`src/pkg/relay_ctrl_pkg.sv`:
```
/*
 Constants, types and register map of the threshold relay controller.
 Assumes a 100 MHz system clock and an APB master with 32-bit data.
*/
package relay_ctrl_pkg;
   // ===========================================================
   // Timing
   localparam int CLK_HZ         = 100_000_000;
   localparam int QUAL_MS        = 20;
   localparam int QUAL_CYCLES    = CLK_HZ / 1000 * QUAL_MS;
   localparam int TENTH_S_CYCLES = CLK_HZ / 10;
   localparam int SEC_PER_MIN    = 60;
   localparam int HOLD_MAX       = 999;
   localparam int LEVEL_MIN      = -99999;
   localparam int LEVEL_MAX      = 999999;
   localparam int LEVEL_W        = 32;
   // ===========================================================
   // Register map (byte addresses)
   localparam logic [11:0] ADDR_CTRL   = 12'h000;
   localparam logic [11:0] ADDR_ZERO   = 12'h004;
   localparam logic [11:0] ADDR_RESULT = 12'h008;
   localparam logic [11:0] ADDR_STATUS = 12'h00c;
   localparam logic [11:0] ADDR_REMOTE = 12'h010;
   localparam logic [11:0] ADDR_CH0    = 12'h100;
   localparam logic [11:0] CH_STRIDE   = 12'h010;
   localparam logic [11:0] CH_LEVEL    = 12'h000;
   localparam logic [11:0] CH_MODE     = 12'h004;
   localparam logic [11:0] CH_HOLD     = 12'h008;
   // Field positions
   localparam int CTRL_AUTOZERO = 0;
   localparam int CTRL_BATCH    = 1;
   localparam int CTRL_ZERO_CMD = 2;
   localparam int MODE_LSB      = 0;
   localparam int UNIT_BIT      = 2;
   // Reset values
   localparam logic [31:0] RST_WORD = 32'h0000_0000;
   // Polarity modes
   typedef enum logic [1:0] {MODE_DISABLED, MODE_CLOSE_ON_TRIP, MODE_OPEN_ON_TRIP, MODE_REMOTE} relay_mode_e;
endpackage

```
`src/pkg/relay_cfg_if.sv`:
```
/*
 Shadow settings bus between the register file and the relay channels.
 Assumes both ends on the same clock.
*/
`timescale 1ns/10ps
`default_nettype none
interface relay_cfg_if #(parameter int N = 4);
   import relay_ctrl_pkg::*;
   logic signed [LEVEL_W-1:0] level [N];
   relay_mode_e               mode  [N];
   logic        [9:0]         hold  [N];
   logic                      unitMin [N];
   modport src (output level, output mode, output hold, output unitMin);
   modport dst (input level, input mode, input hold, input unitMin);
endinterface
`default_nettype wire

```
`src/hdl/relay_channel.sv`:
```
/*
 One relay channel: qualification, hold timer, polarity.
 Assumes the counter result is on the same clock.
*/
`timescale 1ns/10ps
`default_nettype none
module relay_channel #(
   parameter bit IMMEDIATE = 1'b0
) (
   // Clock and reset
   input  wire logic                      clk,
   input  wire logic                      nrst,
   input  wire logic                      ce,
   // Evaluation
   input  wire logic signed [31:0]        result,
   input  wire logic signed [31:0]        level,
   input  wire logic                      allowed,
   input  wire logic [9:0]                hold,
   input  wire logic                      unitMin,
   input  wire relay_ctrl_pkg::relay_mode_e mode,
   input  wire logic                      remoteState,
   // Output
   output logic                           closed
);
   import relay_ctrl_pkg::*;
   logic [31:0] qualCnt_reg;
   logic [31:0] tickCnt_reg;
   logic [15:0] holdCnt_reg;
   logic        atLevel, qualified, qualified_reg, active;
   logic [15:0] holdTicks;

   // ===========================================================
   // Comparison
   assign atLevel   = (result >= level) && allowed;
   assign qualified = IMMEDIATE ? atLevel : (atLevel && qualCnt_reg >= 32'(QUAL_CYCLES));
   assign holdTicks = unitMin ? 16'(hold * SEC_PER_MIN) : 16'(hold);

   // Qualification timer restarts whenever the value drops
   always_ff @(posedge clk or negedge nrst) begin
      if (!nrst) qualCnt_reg <= '0;
      else if (ce) begin
         if (!atLevel) qualCnt_reg <= '0;
         else if (qualCnt_reg < 32'(QUAL_CYCLES)) qualCnt_reg <= qualCnt_reg + 32'd1;
      end
   end

   // Edge of qualified level marks a new crossing
   always_ff @(posedge clk or negedge nrst) begin
      if (!nrst) qualified_reg <= 1'b0;
      else if (ce) qualified_reg <= qualified;
   end

   // Hold timer counted in tenths; a new crossing reloads it
   always_ff @(posedge clk or negedge nrst) begin
      if (!nrst) begin
         holdCnt_reg <= '0;
         tickCnt_reg <= '0;
      end else if (ce) begin
         if (qualified && !qualified_reg && hold != 10'd0) begin
            holdCnt_reg <= holdTicks;
            tickCnt_reg <= '0;
         end else if (holdCnt_reg != 16'd0) begin
            if (tickCnt_reg == 32'(TENTH_S_CYCLES - 1)) begin
               tickCnt_reg <= '0;
               holdCnt_reg <= holdCnt_reg - 16'd1;
            end else tickCnt_reg <= tickCnt_reg + 32'd1;
         end
      end
   end

   assign active = (hold == 10'd0) ? qualified : (holdCnt_reg != 16'd0);

   // Output stage registered, latency one cycle, well inside 15 ms
   always_ff @(posedge clk or negedge nrst) begin
      if (!nrst) closed <= 1'b0;
      else if (ce) begin
         case (mode)
            MODE_DISABLED:      closed <= 1'b0;
            MODE_CLOSE_ON_TRIP: closed <= active;
            MODE_OPEN_ON_TRIP:  closed <= !active;
            MODE_REMOTE:        closed <= remoteState;
            default:            closed <= 1'b0;
         endcase
      end
   end
endmodule // relay_channel
`default_nettype wire

```
`src/hdl/relay_ctrl.sv`:
```
/*
 Threshold relay controller with APB register file.
 Assumes the counter front end supplies the scaled result and applies zeroing.
*/
// The register addresses and register access over APB were left to the implementer.
`timescale 1ns/10ps
`default_nettype none
module relay_ctrl #(
   parameter int N = 4
) (
   // Clock, reset, enable
   input  wire logic                     clk,
   input  wire logic                     nrst,
   input  wire logic                     ce,
   // APB slave
   input  wire logic                     psel,
   input  wire logic                     penable,
   input  wire logic                     pwrite,
   input  wire logic [11:0]              paddr,
   input  wire logic [31:0]              pwdata,
   output logic      [31:0]              prdata,
   output logic                          pready,
   output logic                          pslverr,
   // Counter interface
   input  wire logic signed [31:0]       result,
   input  wire logic                     zeroEvent,
   output logic                          zeroReq,
   output logic signed [31:0]            zeroValue,
   // Relays
   output logic      [N-1:0]             relayClosed,
   output logic      [N-1:0]             led
);
   import relay_ctrl_pkg::*;

   // Elaboration check: the remote holding word and the channel window serve at most eight relays
   if (N < 1 || N > 8) begin : gBadN
      $error("relay_ctrl: N must be 1..8");
   end

   relay_cfg_if #(.N(N)) cfgAct ();

   logic signed [31:0] levelW_reg [N];
   logic [2:0]         modeW_reg  [N];
   logic [9:0]         holdW_reg  [N];
   logic               autoZero_reg, batch_reg;
   logic signed [31:0] zeroW_reg;
   logic [N-1:0]       remote_reg;
   logic               zeroCmd_reg;
   logic               wrEn, rdEn, bad;
   logic               applyNow;

   // ===========================================================
   // APB decode
   function automatic logic isCh(input logic [11:0] a);
      isCh = (a >= ADDR_CH0) && (a < ADDR_CH0 + 12'(N) * CH_STRIDE);
   endfunction
   function automatic int chIdx(input logic [11:0] a);
      chIdx = int'((a - ADDR_CH0) >> 4);
   endfunction

   assign pready  = 1'b1;
   assign wrEn    = psel && penable && pwrite && ce;
   assign rdEn    = psel && !penable && !pwrite; // Setup cycle of a read
   assign bad     = !(isCh(paddr) || paddr == ADDR_CTRL || paddr == ADDR_ZERO
                      || paddr == ADDR_RESULT || paddr == ADDR_STATUS || paddr == ADDR_REMOTE);
   assign pslverr = psel && penable && bad;

   // ===========================================================
   // Written settings
   always_ff @(posedge clk or negedge nrst) begin
      if (!nrst) begin
         autoZero_reg <= 1'b0;
         batch_reg    <= 1'b0;
         zeroW_reg    <= '0;
         zeroCmd_reg  <= 1'b0;
         for (int i = 0; i < N; i++) begin
            levelW_reg[i] <= '0;
            modeW_reg[i]  <= '0;
            holdW_reg[i]  <= '0;
         end
      end else if (ce) begin
         zeroCmd_reg <= 1'b0;
         if (wrEn) begin
            if (paddr == ADDR_CTRL) begin
               autoZero_reg <= pwdata[CTRL_AUTOZERO];
               batch_reg    <= pwdata[CTRL_BATCH];
               zeroCmd_reg  <= pwdata[CTRL_ZERO_CMD];
            end
            if (paddr == ADDR_ZERO) zeroW_reg <= pwdata;
            if (isCh(paddr)) begin
               case (paddr[3:0])
                  CH_LEVEL[3:0]: begin
                     if ($signed(pwdata) >= LEVEL_MIN && $signed(pwdata) <= LEVEL_MAX)
                        levelW_reg[chIdx(paddr)] <= pwdata;
                  end
                  CH_MODE[3:0]:  modeW_reg[chIdx(paddr)] <= pwdata[2:0];
                  CH_HOLD[3:0]: begin
                     if (pwdata <= 32'(HOLD_MAX)) holdW_reg[chIdx(paddr)] <= pwdata[9:0];
                  end
                  default: ;
               endcase
            end
         end
      end
   end

   // Remote holding bits: writes only land in remote mode
   always_ff @(posedge clk or negedge nrst) begin
      if (!nrst) remote_reg <= '0;
      else if (ce && wrEn && paddr == ADDR_REMOTE) begin
         for (int i = 0; i < N; i++)
            if (relay_mode_e'(cfgAct.mode[i]) == MODE_REMOTE) remote_reg[i] <= pwdata[i];
      end
   end

   // ===========================================================
   // Active settings: immediate in counting mode, at zeroing in batching
   assign applyNow = !batch_reg || zeroEvent || zeroReq;
   always_ff @(posedge clk or negedge nrst) begin
      if (!nrst) begin
         zeroValue <= '0;
         for (int i = 0; i < N; i++) begin
            cfgAct.level[i]   <= '0;
            cfgAct.hold[i]    <= '0;
         end
      end else if (ce && applyNow) begin
         zeroValue <= zeroW_reg;
         for (int i = 0; i < N; i++) begin
            cfgAct.level[i] <= levelW_reg[i];
            cfgAct.hold[i]  <= holdW_reg[i];
         end
      end
   end
   // Mode and unit are not scaling parameters and always apply at once
   always_comb begin
      for (int i = 0; i < N; i++) begin
         cfgAct.mode[i]    = relay_mode_e'(modeW_reg[i][1:0]);
         cfgAct.unitMin[i] = modeW_reg[i][UNIT_BIT];
      end
   end

   // Self-zero request when first trip level is reached
   assign zeroReq = zeroCmd_reg || (autoZero_reg && result >= cfgAct.level[0]);

   // ===========================================================
   // Relay channels, evaluated in parallel
   genvar g;
   generate
      for (g = 0; g < N; g++) begin : gCh
         relay_channel #(.IMMEDIATE(g == 0)) uCh (
            .clk         (clk),
            .nrst        (nrst),
            .ce          (ce),
            .result      (result),
            .level       (cfgAct.level[g]),
            .allowed     (g == 0 || !autoZero_reg || cfgAct.level[g] <= cfgAct.level[0]),
            .hold        (cfgAct.hold[g]),
            .unitMin     (cfgAct.unitMin[g]),
            .mode        (cfgAct.mode[g]),
            .remoteState (remote_reg[g]),
            .closed      (relayClosed[g])
         );
      end
   endgenerate
   assign led = relayClosed;

   // ===========================================================
   // Read data, registered
   always_ff @(posedge clk or negedge nrst) begin
      if (!nrst) prdata <= RST_WORD;
      else if (ce && rdEn) begin
         prdata <= RST_WORD;
         if (paddr == ADDR_CTRL) prdata <= {29'd0, 1'b0, batch_reg, autoZero_reg};
         if (paddr == ADDR_ZERO) prdata <= zeroW_reg;
         if (paddr == ADDR_RESULT) prdata <= result;
         if (paddr == ADDR_STATUS || paddr == ADDR_REMOTE) prdata <= 32'(relayClosed);
         if (isCh(paddr)) begin
            case (paddr[3:0])
               CH_LEVEL[3:0]: prdata <= levelW_reg[chIdx(paddr)];
               CH_MODE[3:0]:  prdata <= 32'(modeW_reg[chIdx(paddr)]);
               CH_HOLD[3:0]:  prdata <= 32'(holdW_reg[chIdx(paddr)]);
               default:       prdata <= RST_WORD;
            endcase
         end
      end
   end
endmodule // relay_ctrl
`default_nettype wire

```
`config.mk`:
```
export PLATFORM = sky130hd
export DESIGN_NAME = relay_ctrl
export DESIGN_NICKNAME = d
export VERILOG_FILES = /design/src/pkg/relay_ctrl_pkg.sv /design/src/pkg/relay_cfg_if.sv /design/src/hdl/relay_channel.sv /design/src/hdl/relay_ctrl.sv
export SDC_FILE = /design/constraint.sdc
export NUM_CORES = 2
export LEC_CHECK = 0
export BUFFER_PORTS_ARGS = -buffer_cell sky130_fd_sc_hd__buf_2
export CORE_UTILIZATION = 45
export DETAILED_ROUTE_END_ITERATION = 16
export PLACE_DENSITY_LB_ADDON = 0.05
export SKIP_CTS_REPAIR_TIMING = 1
export SLEW_MARGIN = 10
export SYNTH_ARGS = -nofsm -noshare
export SYNTH_HDL_FRONTEND = slang
export SYNTH_SLANG_ARGS = --single-unit
export TNS_END_PERCENT = 1
```
`constraint.sdc`:
```
create_clock -name clk -period 9.3 [get_ports clk]
set_clock_uncertainty 0.2 [all_clocks]
set_input_delay 0 -clock clk [delete_from_list [all_inputs] [get_ports clk]]
set_output_delay 0 -clock clk [all_outputs]
set_load 0.02 [all_outputs]
```
[Word level (Yosys, flattened, before mapping)]
Cells that the tools add are included.
Word-level totals
  flip-flop bits (word level): 747
  input port bits: 83
  output and inout port bits: 75
  word-level logic and storage cells: 278
Operators by class
  add/sub/neg operators: 12
  multipliers: 4
  order comparisons: 20
  eq/ne operators: 25
  multiplexer cells: 68
  bitwise gates (word level): 1
  reductions and logical operators: 99
Operators by type and width (number)
  $mux W32: 25
  $mux W16: 16
  $add A32 B1 Y32 const B: 7
  $bwmux W128: 1
  $eq A32 B24 Y1 const B: 4
  $ge A32 B32 Y1: 4
  $ge A32 B21 Y1 const B: 3
  $le A32 B32 Y1: 3
  $lt A32 B21 Y1 const B: 3
  $pmux W32 S3: 1
  $bmux W32 S2: 1
  $demux W32 S2: 1
  $reduce_bool A16 Y1: 4
  $sub A16 B1 Y16 const B: 4
  $mul A10 B4 Y14 const B: 4
  $bwmux W40: 1
  $logic_not A10 Y1: 4
  $reduce_bool A10 Y1: 4
  $ge A32 B18 Y1 const B: 1
  $ge A32 B3 Y1 const B: 1
  $le A32 B10 Y1 const B: 1
  $le A32 B21 Y1 const B: 1
  $lt A32 B1 Y1 const B: 1
  $not A28 Y32: 1
  other kinds (32): 133

[Depth between registers and ports, before layout]
  word-level depth: 9
  mapped depth: 14
  depth with buffers taken out: 14

[Hierarchy]
Synthesis repeated with hierarchy kept, for this count alone.
Second synthesis, totals
  cell total of the unflattened synthesis: 4566
  area total of the unflattened synthesis: 46806.1 um^2
Modules (own cells, without submodules)
  relay_ctrl: times used 1, cells an instance 1698, area an instance 22212.6 um^2, seq. area each 11285.8 um^2
  relay_channel (gCh[1].uCh ...): times used 2, cells an instance 765, area an instance 6556.3 um^2, seq. area each 2052.0 um^2
  relay_channel (gCh[2].uCh): times used 1, cells an instance 728, area an instance 6546.3 um^2, seq. area each 2052.0 um^2
  relay_channel (gCh[0].uCh): times used 1, cells an instance 610, area an instance 4934.7 um^2, seq. area each 1251.2 um^2

[Worst setup path before layout]
OpenSTA, ideal clock, no wires.
  path type: register -> register
  start: reg cfgAct.hold[32] (netlist bit)
  end: reg gCh[0].uCh.holdCnt_reg[14]
  setup time: 0.129 ns
  arrival time: 3.413 ns
  required time: 8.971 ns
  setup slack: 5.558 ns
  cell stages (with the launch flop): 13
  buffers on the path: 0
  clock period less this slack: 3.742 ns
  path through: dfrtp_1 fa_1 fa_1 fa_1 a21o_1 a21oi_1 o21bai_1 a2111o_1 a31o_2 a21oi_1 xnor2_1 a31oi_1 o2bb2ai_1
Between the ends
  longest elaborated chain between the ends: 4
  elaborated cells between the ends (all ways): 8
  classes of those cells: mul: 1; mux: 2; reduce/logical: 5
Ends and longest elaborated chain
  start, declared: RTL line relay_cfg_if.sv:11  | logic [9:0] hold [N];
  start signal, assigned by index: RTL line relay_ctrl.sv:130  | cfgAct.hold[i] <= holdW_reg[i];
  branches (longest 4 deep; another with $mul A10 B4 Y14)
  end signal, assigned: RTL line relay_channel.sv:60  | holdCnt_reg <= holdTicks;
  end signal, assigned: RTL line relay_channel.sv:65  | holdCnt_reg <= holdCnt_reg - 16'd1;
  end, declared: RTL line relay_channel.sv:28  | logic [15:0] holdCnt_reg;
Parallel ways; which one is timed is not known.
A chain may end at the register's enable or synchronous reset.

[Worst setup path after layout]
  start: reg cfgAct.level[14] (netlist bit)
  end: reg gCh[3].uCh.tickCnt_reg[11]
Between the ends
  longest elaborated chain between the ends: 8
  elaborated cells between the ends (all ways): 10
  classes of those cells: order compare: 2; mux: 1; reduce/logical: 7
Ends and longest elaborated chain
  start, declared: RTL line relay_cfg_if.sv:9  | logic signed [LEVEL_W-1:0] level [N];
  start signal, assigned by index: RTL line relay_ctrl.sv:129  | cfgAct.level[i] <= levelW_reg[i];
  $le A32 B32 Y1: RTL line relay_ctrl.sv:156  | .allowed (g == 0 || !autoZero_reg || cfgAct.level[g] <= cfgAct.level[0]),
  $logic_or A1 B1 Y1: RTL line relay_ctrl.sv:156
  $logic_and A1 B1 Y1 (*): RTL line relay_channel.sv:34  | assign atLevel = (result >= level) && allowed;
  $logic_and A1 B1 Y1 (*): RTL line relay_channel.sv:35  | assign qualified = IMMEDIATE ? atLevel : (atLevel && qualCnt_reg >= 32'(QUAL_CYCLES));
  $logic_and A1 B1 Y1 (*) (2 in a row): RTL line relay_channel.sv:59  | if (qualified && !qualified_reg && hold != 10'd0) begin
  $reduce_bool A2 Y1 (no source line)
  $reduce_and A2 Y1 (no source line)
  end signal, assigned: RTL line relay_channel.sv:66  | end else tickCnt_reg <= tickCnt_reg + 32'd1;
  end, declared: RTL line relay_channel.sv:27  | logic [31:0] tickCnt_reg;
Mark *: on every way between the ends. The rest lies on a longest branch, timed or not.

==> metrics.txt <==
hold_sp pwdata[30]; Hold Crit Depth 3; nets 4,965; internal power 5879 uW; CP endpoint kind register; Mean Syn Cell Area 10.36 um^2; RSZ-0062 raised after global routing no; Die Wd 315.8 um; Post-synth top cells dfrtp_1 (747), ha_1 (330), mux2_2 (320), inv_1 (296), nor2_1 (282); crit-path max FO 42; final setup margin 3.653 ns; XOR/XNOR Fraction of Synth Area 0.02372; Async SR Flop Fraction 1.000; failing checks hold timing; status finished with violations; Clock power frac 0.488; antenna violations before repair 7; Pre-antenna DRT Iters 8; Net Sw Frac 0.2450; Slew @ Worst Pin 1.088 ns; most frequent cell after synthesis dfrtp_1; f_max 0.1771 GHz; #FFs+latches synth 747; Synth Area in Adders 0.1239; area delta synth->final 14.07%; IO buf count 156; synth top area cells dfrtp_1 (42%), ha_1 (9.3%), mux2_2 (8.1%); initial DRC count 2,127; die area 99,730 um^2; switching power total 1908 uW; gp weighted congestion 0.9151; max-cap violations 0; Root Driver clkbuf_16; Post-Synthesis Cells 4,278; IO Pins 158; Simple-Gate Fraction of Synth Area 0.1391; sequential power share 0.440; share of post-route cells with drive strength above 1 0.1697; Core ar. 97,140 um^2; DR WL/cell 21.38 um; ys flop type dfrtp_1; Remaining Overflow, GRT 0; period utilization 0.6072; mux cell area share after synthesis 0.1223; Netlist cell types 99; critical path startpoint category register; reg2reg end gCh[3].uCh.tickCnt_reg[11]; initial core utilization 0.4562; Clk Latency, worst-skew pair 0.67 ns; Worst Hold Margin -0.01149 ns; final hold vios 2; Post-Route Setup TNS 0 ns; hpwl dp 87.36 mm; WP data arrival 5.97 ns; dpl ws 3.687 ns; Logic pwr share 0.072; top-area cell type share of the netlist area 0.4218; Design Area, Final 50,550 um^2; DRC 0; pin count of the biggest net entering global routing 156; Slew HR 0.2748; Mapped Nets 4,759; R2R depth 13; Hold Path Sink zeroW_reg[30]; largest family of logic cells by synthesized area simple AND/OR/NAND/NOR gates; LEAKAGE 0.02418 uW; EDFF count, synth 0; WP data required 9.62 ns; count of final setup violators 0; Row Count 114; Cell Area, Synth 44,310 um^2; crit path cell chain inv_1 -> ha_1 -> nand4_1 -> nor3_1 -> a21boi_0 -> or4b_4 -> a2111oi_4 -> mux2i_1 -> nor3_4 -> buf_4 -> nor2_2 -> nand3_1 -> o41ai_1; Worst Hold Class in2reg; worst r2r src cfgAct.level[14]; die span in y 315.8 um; via count 33,294; vias in the first global route 32,731; Slowest cell on crit path mux2i_1; sequential share of the synthesized area 0.4218; clock tree sinks 747; Tmin final 5.647 ns; CTS H-Tree Depth 3; pwr/cell area 154.1 nW/um^2; Clock Path Buffers 3; Max VDD drop 0.1476 mV; first-pass GRT wire length 195.0 mm; Compound-Gate Fraction of Synth Area 0.1253; total wire length 124.7 mm; register-to-register setup slack 3.65 ns; Num CTS Buffers 89; drt via density 5.709; area leader, netlist dfrtp_1; delay of the slowest cell on the worst path 0.78 ns; final antenna-violating net count 0; DP Area 46,330 um^2; GRT Total Usage 0.2516; YS warnings 0; clk slew on worst S/H paths 0.06 ns; Max Slew Vio Count 0; Crit Path Category reg2reg; CTS tree done
==> critical path: cells and delay by family, from the launching register on <==
kind	cells	cell delay, ns
fa+ha+maj	1	0.30
compound gates	3	1.09
buf+inv	2	0.37
simple gates	6	2.36
flops	1	0.38
mux	1	0.78
==> cell usage in the layout (no fill, tap or decap), types with 64 or more instances in the layout <==
| cell type | n |
|---|---|
| inv_1 | 295 |
| a21oi_1 | 269 |
| nand4_1 | 80 |
| buf_2 | 153 |
| clkbuf_16 | 92 |
| nor2b_1 | 65 |
| dlygate4sd3_1 | 100 |
| or3_1 | 64 |
| dfrtp_1 | 747 |
| nor3_1 | 87 |
| ha_1 | 330 |
| mux2i_1 | 79 |
| nand2_1 | 247 |
| nand3_1 | 125 |
| xnor2_1 | 65 |
| o21ai_0 | 241 |
| fa_1 | 68 |
| nor2_1 | 279 |
| mux2_2 | 320 |
==> metal layers <==
metal  vias to the layer above  track usage  wire (um)
met5                         -            0         63
met4                        10      0.06994       3325
met3                       181      0.03994       5400
met2                       638       0.4046      58040
met1                     16652       0.3516      57830
li1                      15813            -          -
==> kinds of logic after synthesis <==
group / count (synthesis)
other: 1
adders and majority gates: 398
and+or+nand+nor: 1206
DFF: 747
buffers and inverters: 479
muxes: 445
xor gates and xnor gates: 120
AOI/OAI and AO/OA: 882
==> worst max-delay path by stage <==
stage | endpoint | slack, ns | start
5_1_grt | gCh[3].uCh.tickCnt_reg[11] | 3.28 | cfgAct.level[15]
4_1_cts | gCh[3].uCh.tickCnt_reg[11] | 3.64 | cfgAct.level[14]
6_report | gCh[3].uCh.tickCnt_reg[11] | 3.65 | cfgAct.level[14]
3_3_place_gp | gCh[3].uCh.tickCnt_reg[11] | 3.71 | cfgAct.level[13]
3_5_place_dp | gCh[3].uCh.tickCnt_reg[11] | 3.69 | cfgAct.level[14]
2_1_floorplan | gCh[0].uCh.holdCnt_reg[14] | 5.56 | cfgAct.hold[32]
==> cell type report <==
cell class / instances / area (um^2)
diodes: 2 / 5.005
clock buffers: 128 / 2678
clock inverters: 33 / 501.7
fillers: 8850 / 46590
inverters: 296 / 1111
multi-input cells: 3052 / 23780
flip-flops and latches: 747 / 18690
well taps: 1276 / 1597
repair buffers: 298 / 2182
==> per-stage QoR <==
step / hold slack, ns / util / std cells / power, uW
finish: -0.01149 / 0.5204 / 5832 / 7787
global route: -0.006796 / 0.5203 / 5831 / 8080
CTS: -0.8699 / 0.5097 / 5729 / 7856
detailed placement: -0.1568 / 0.4770 / 5568 / 4018
global placement: -0.1575 / 0.4770 / 5568 / 4014
floorplan: -0.4956 / - / 4278 / 3770
==> power by group through the flow <==
stage	sequential, uW	combinational (uW)	clock, uW
floorplan	3500	272	0
global placement	3480	531	0
detailed placement	3480	537	0
CTS	3430	538	3890
global route	3440	627	4010
finish	3430	562	3800
No activity file was read; power rests on OpenSTA's default activity.
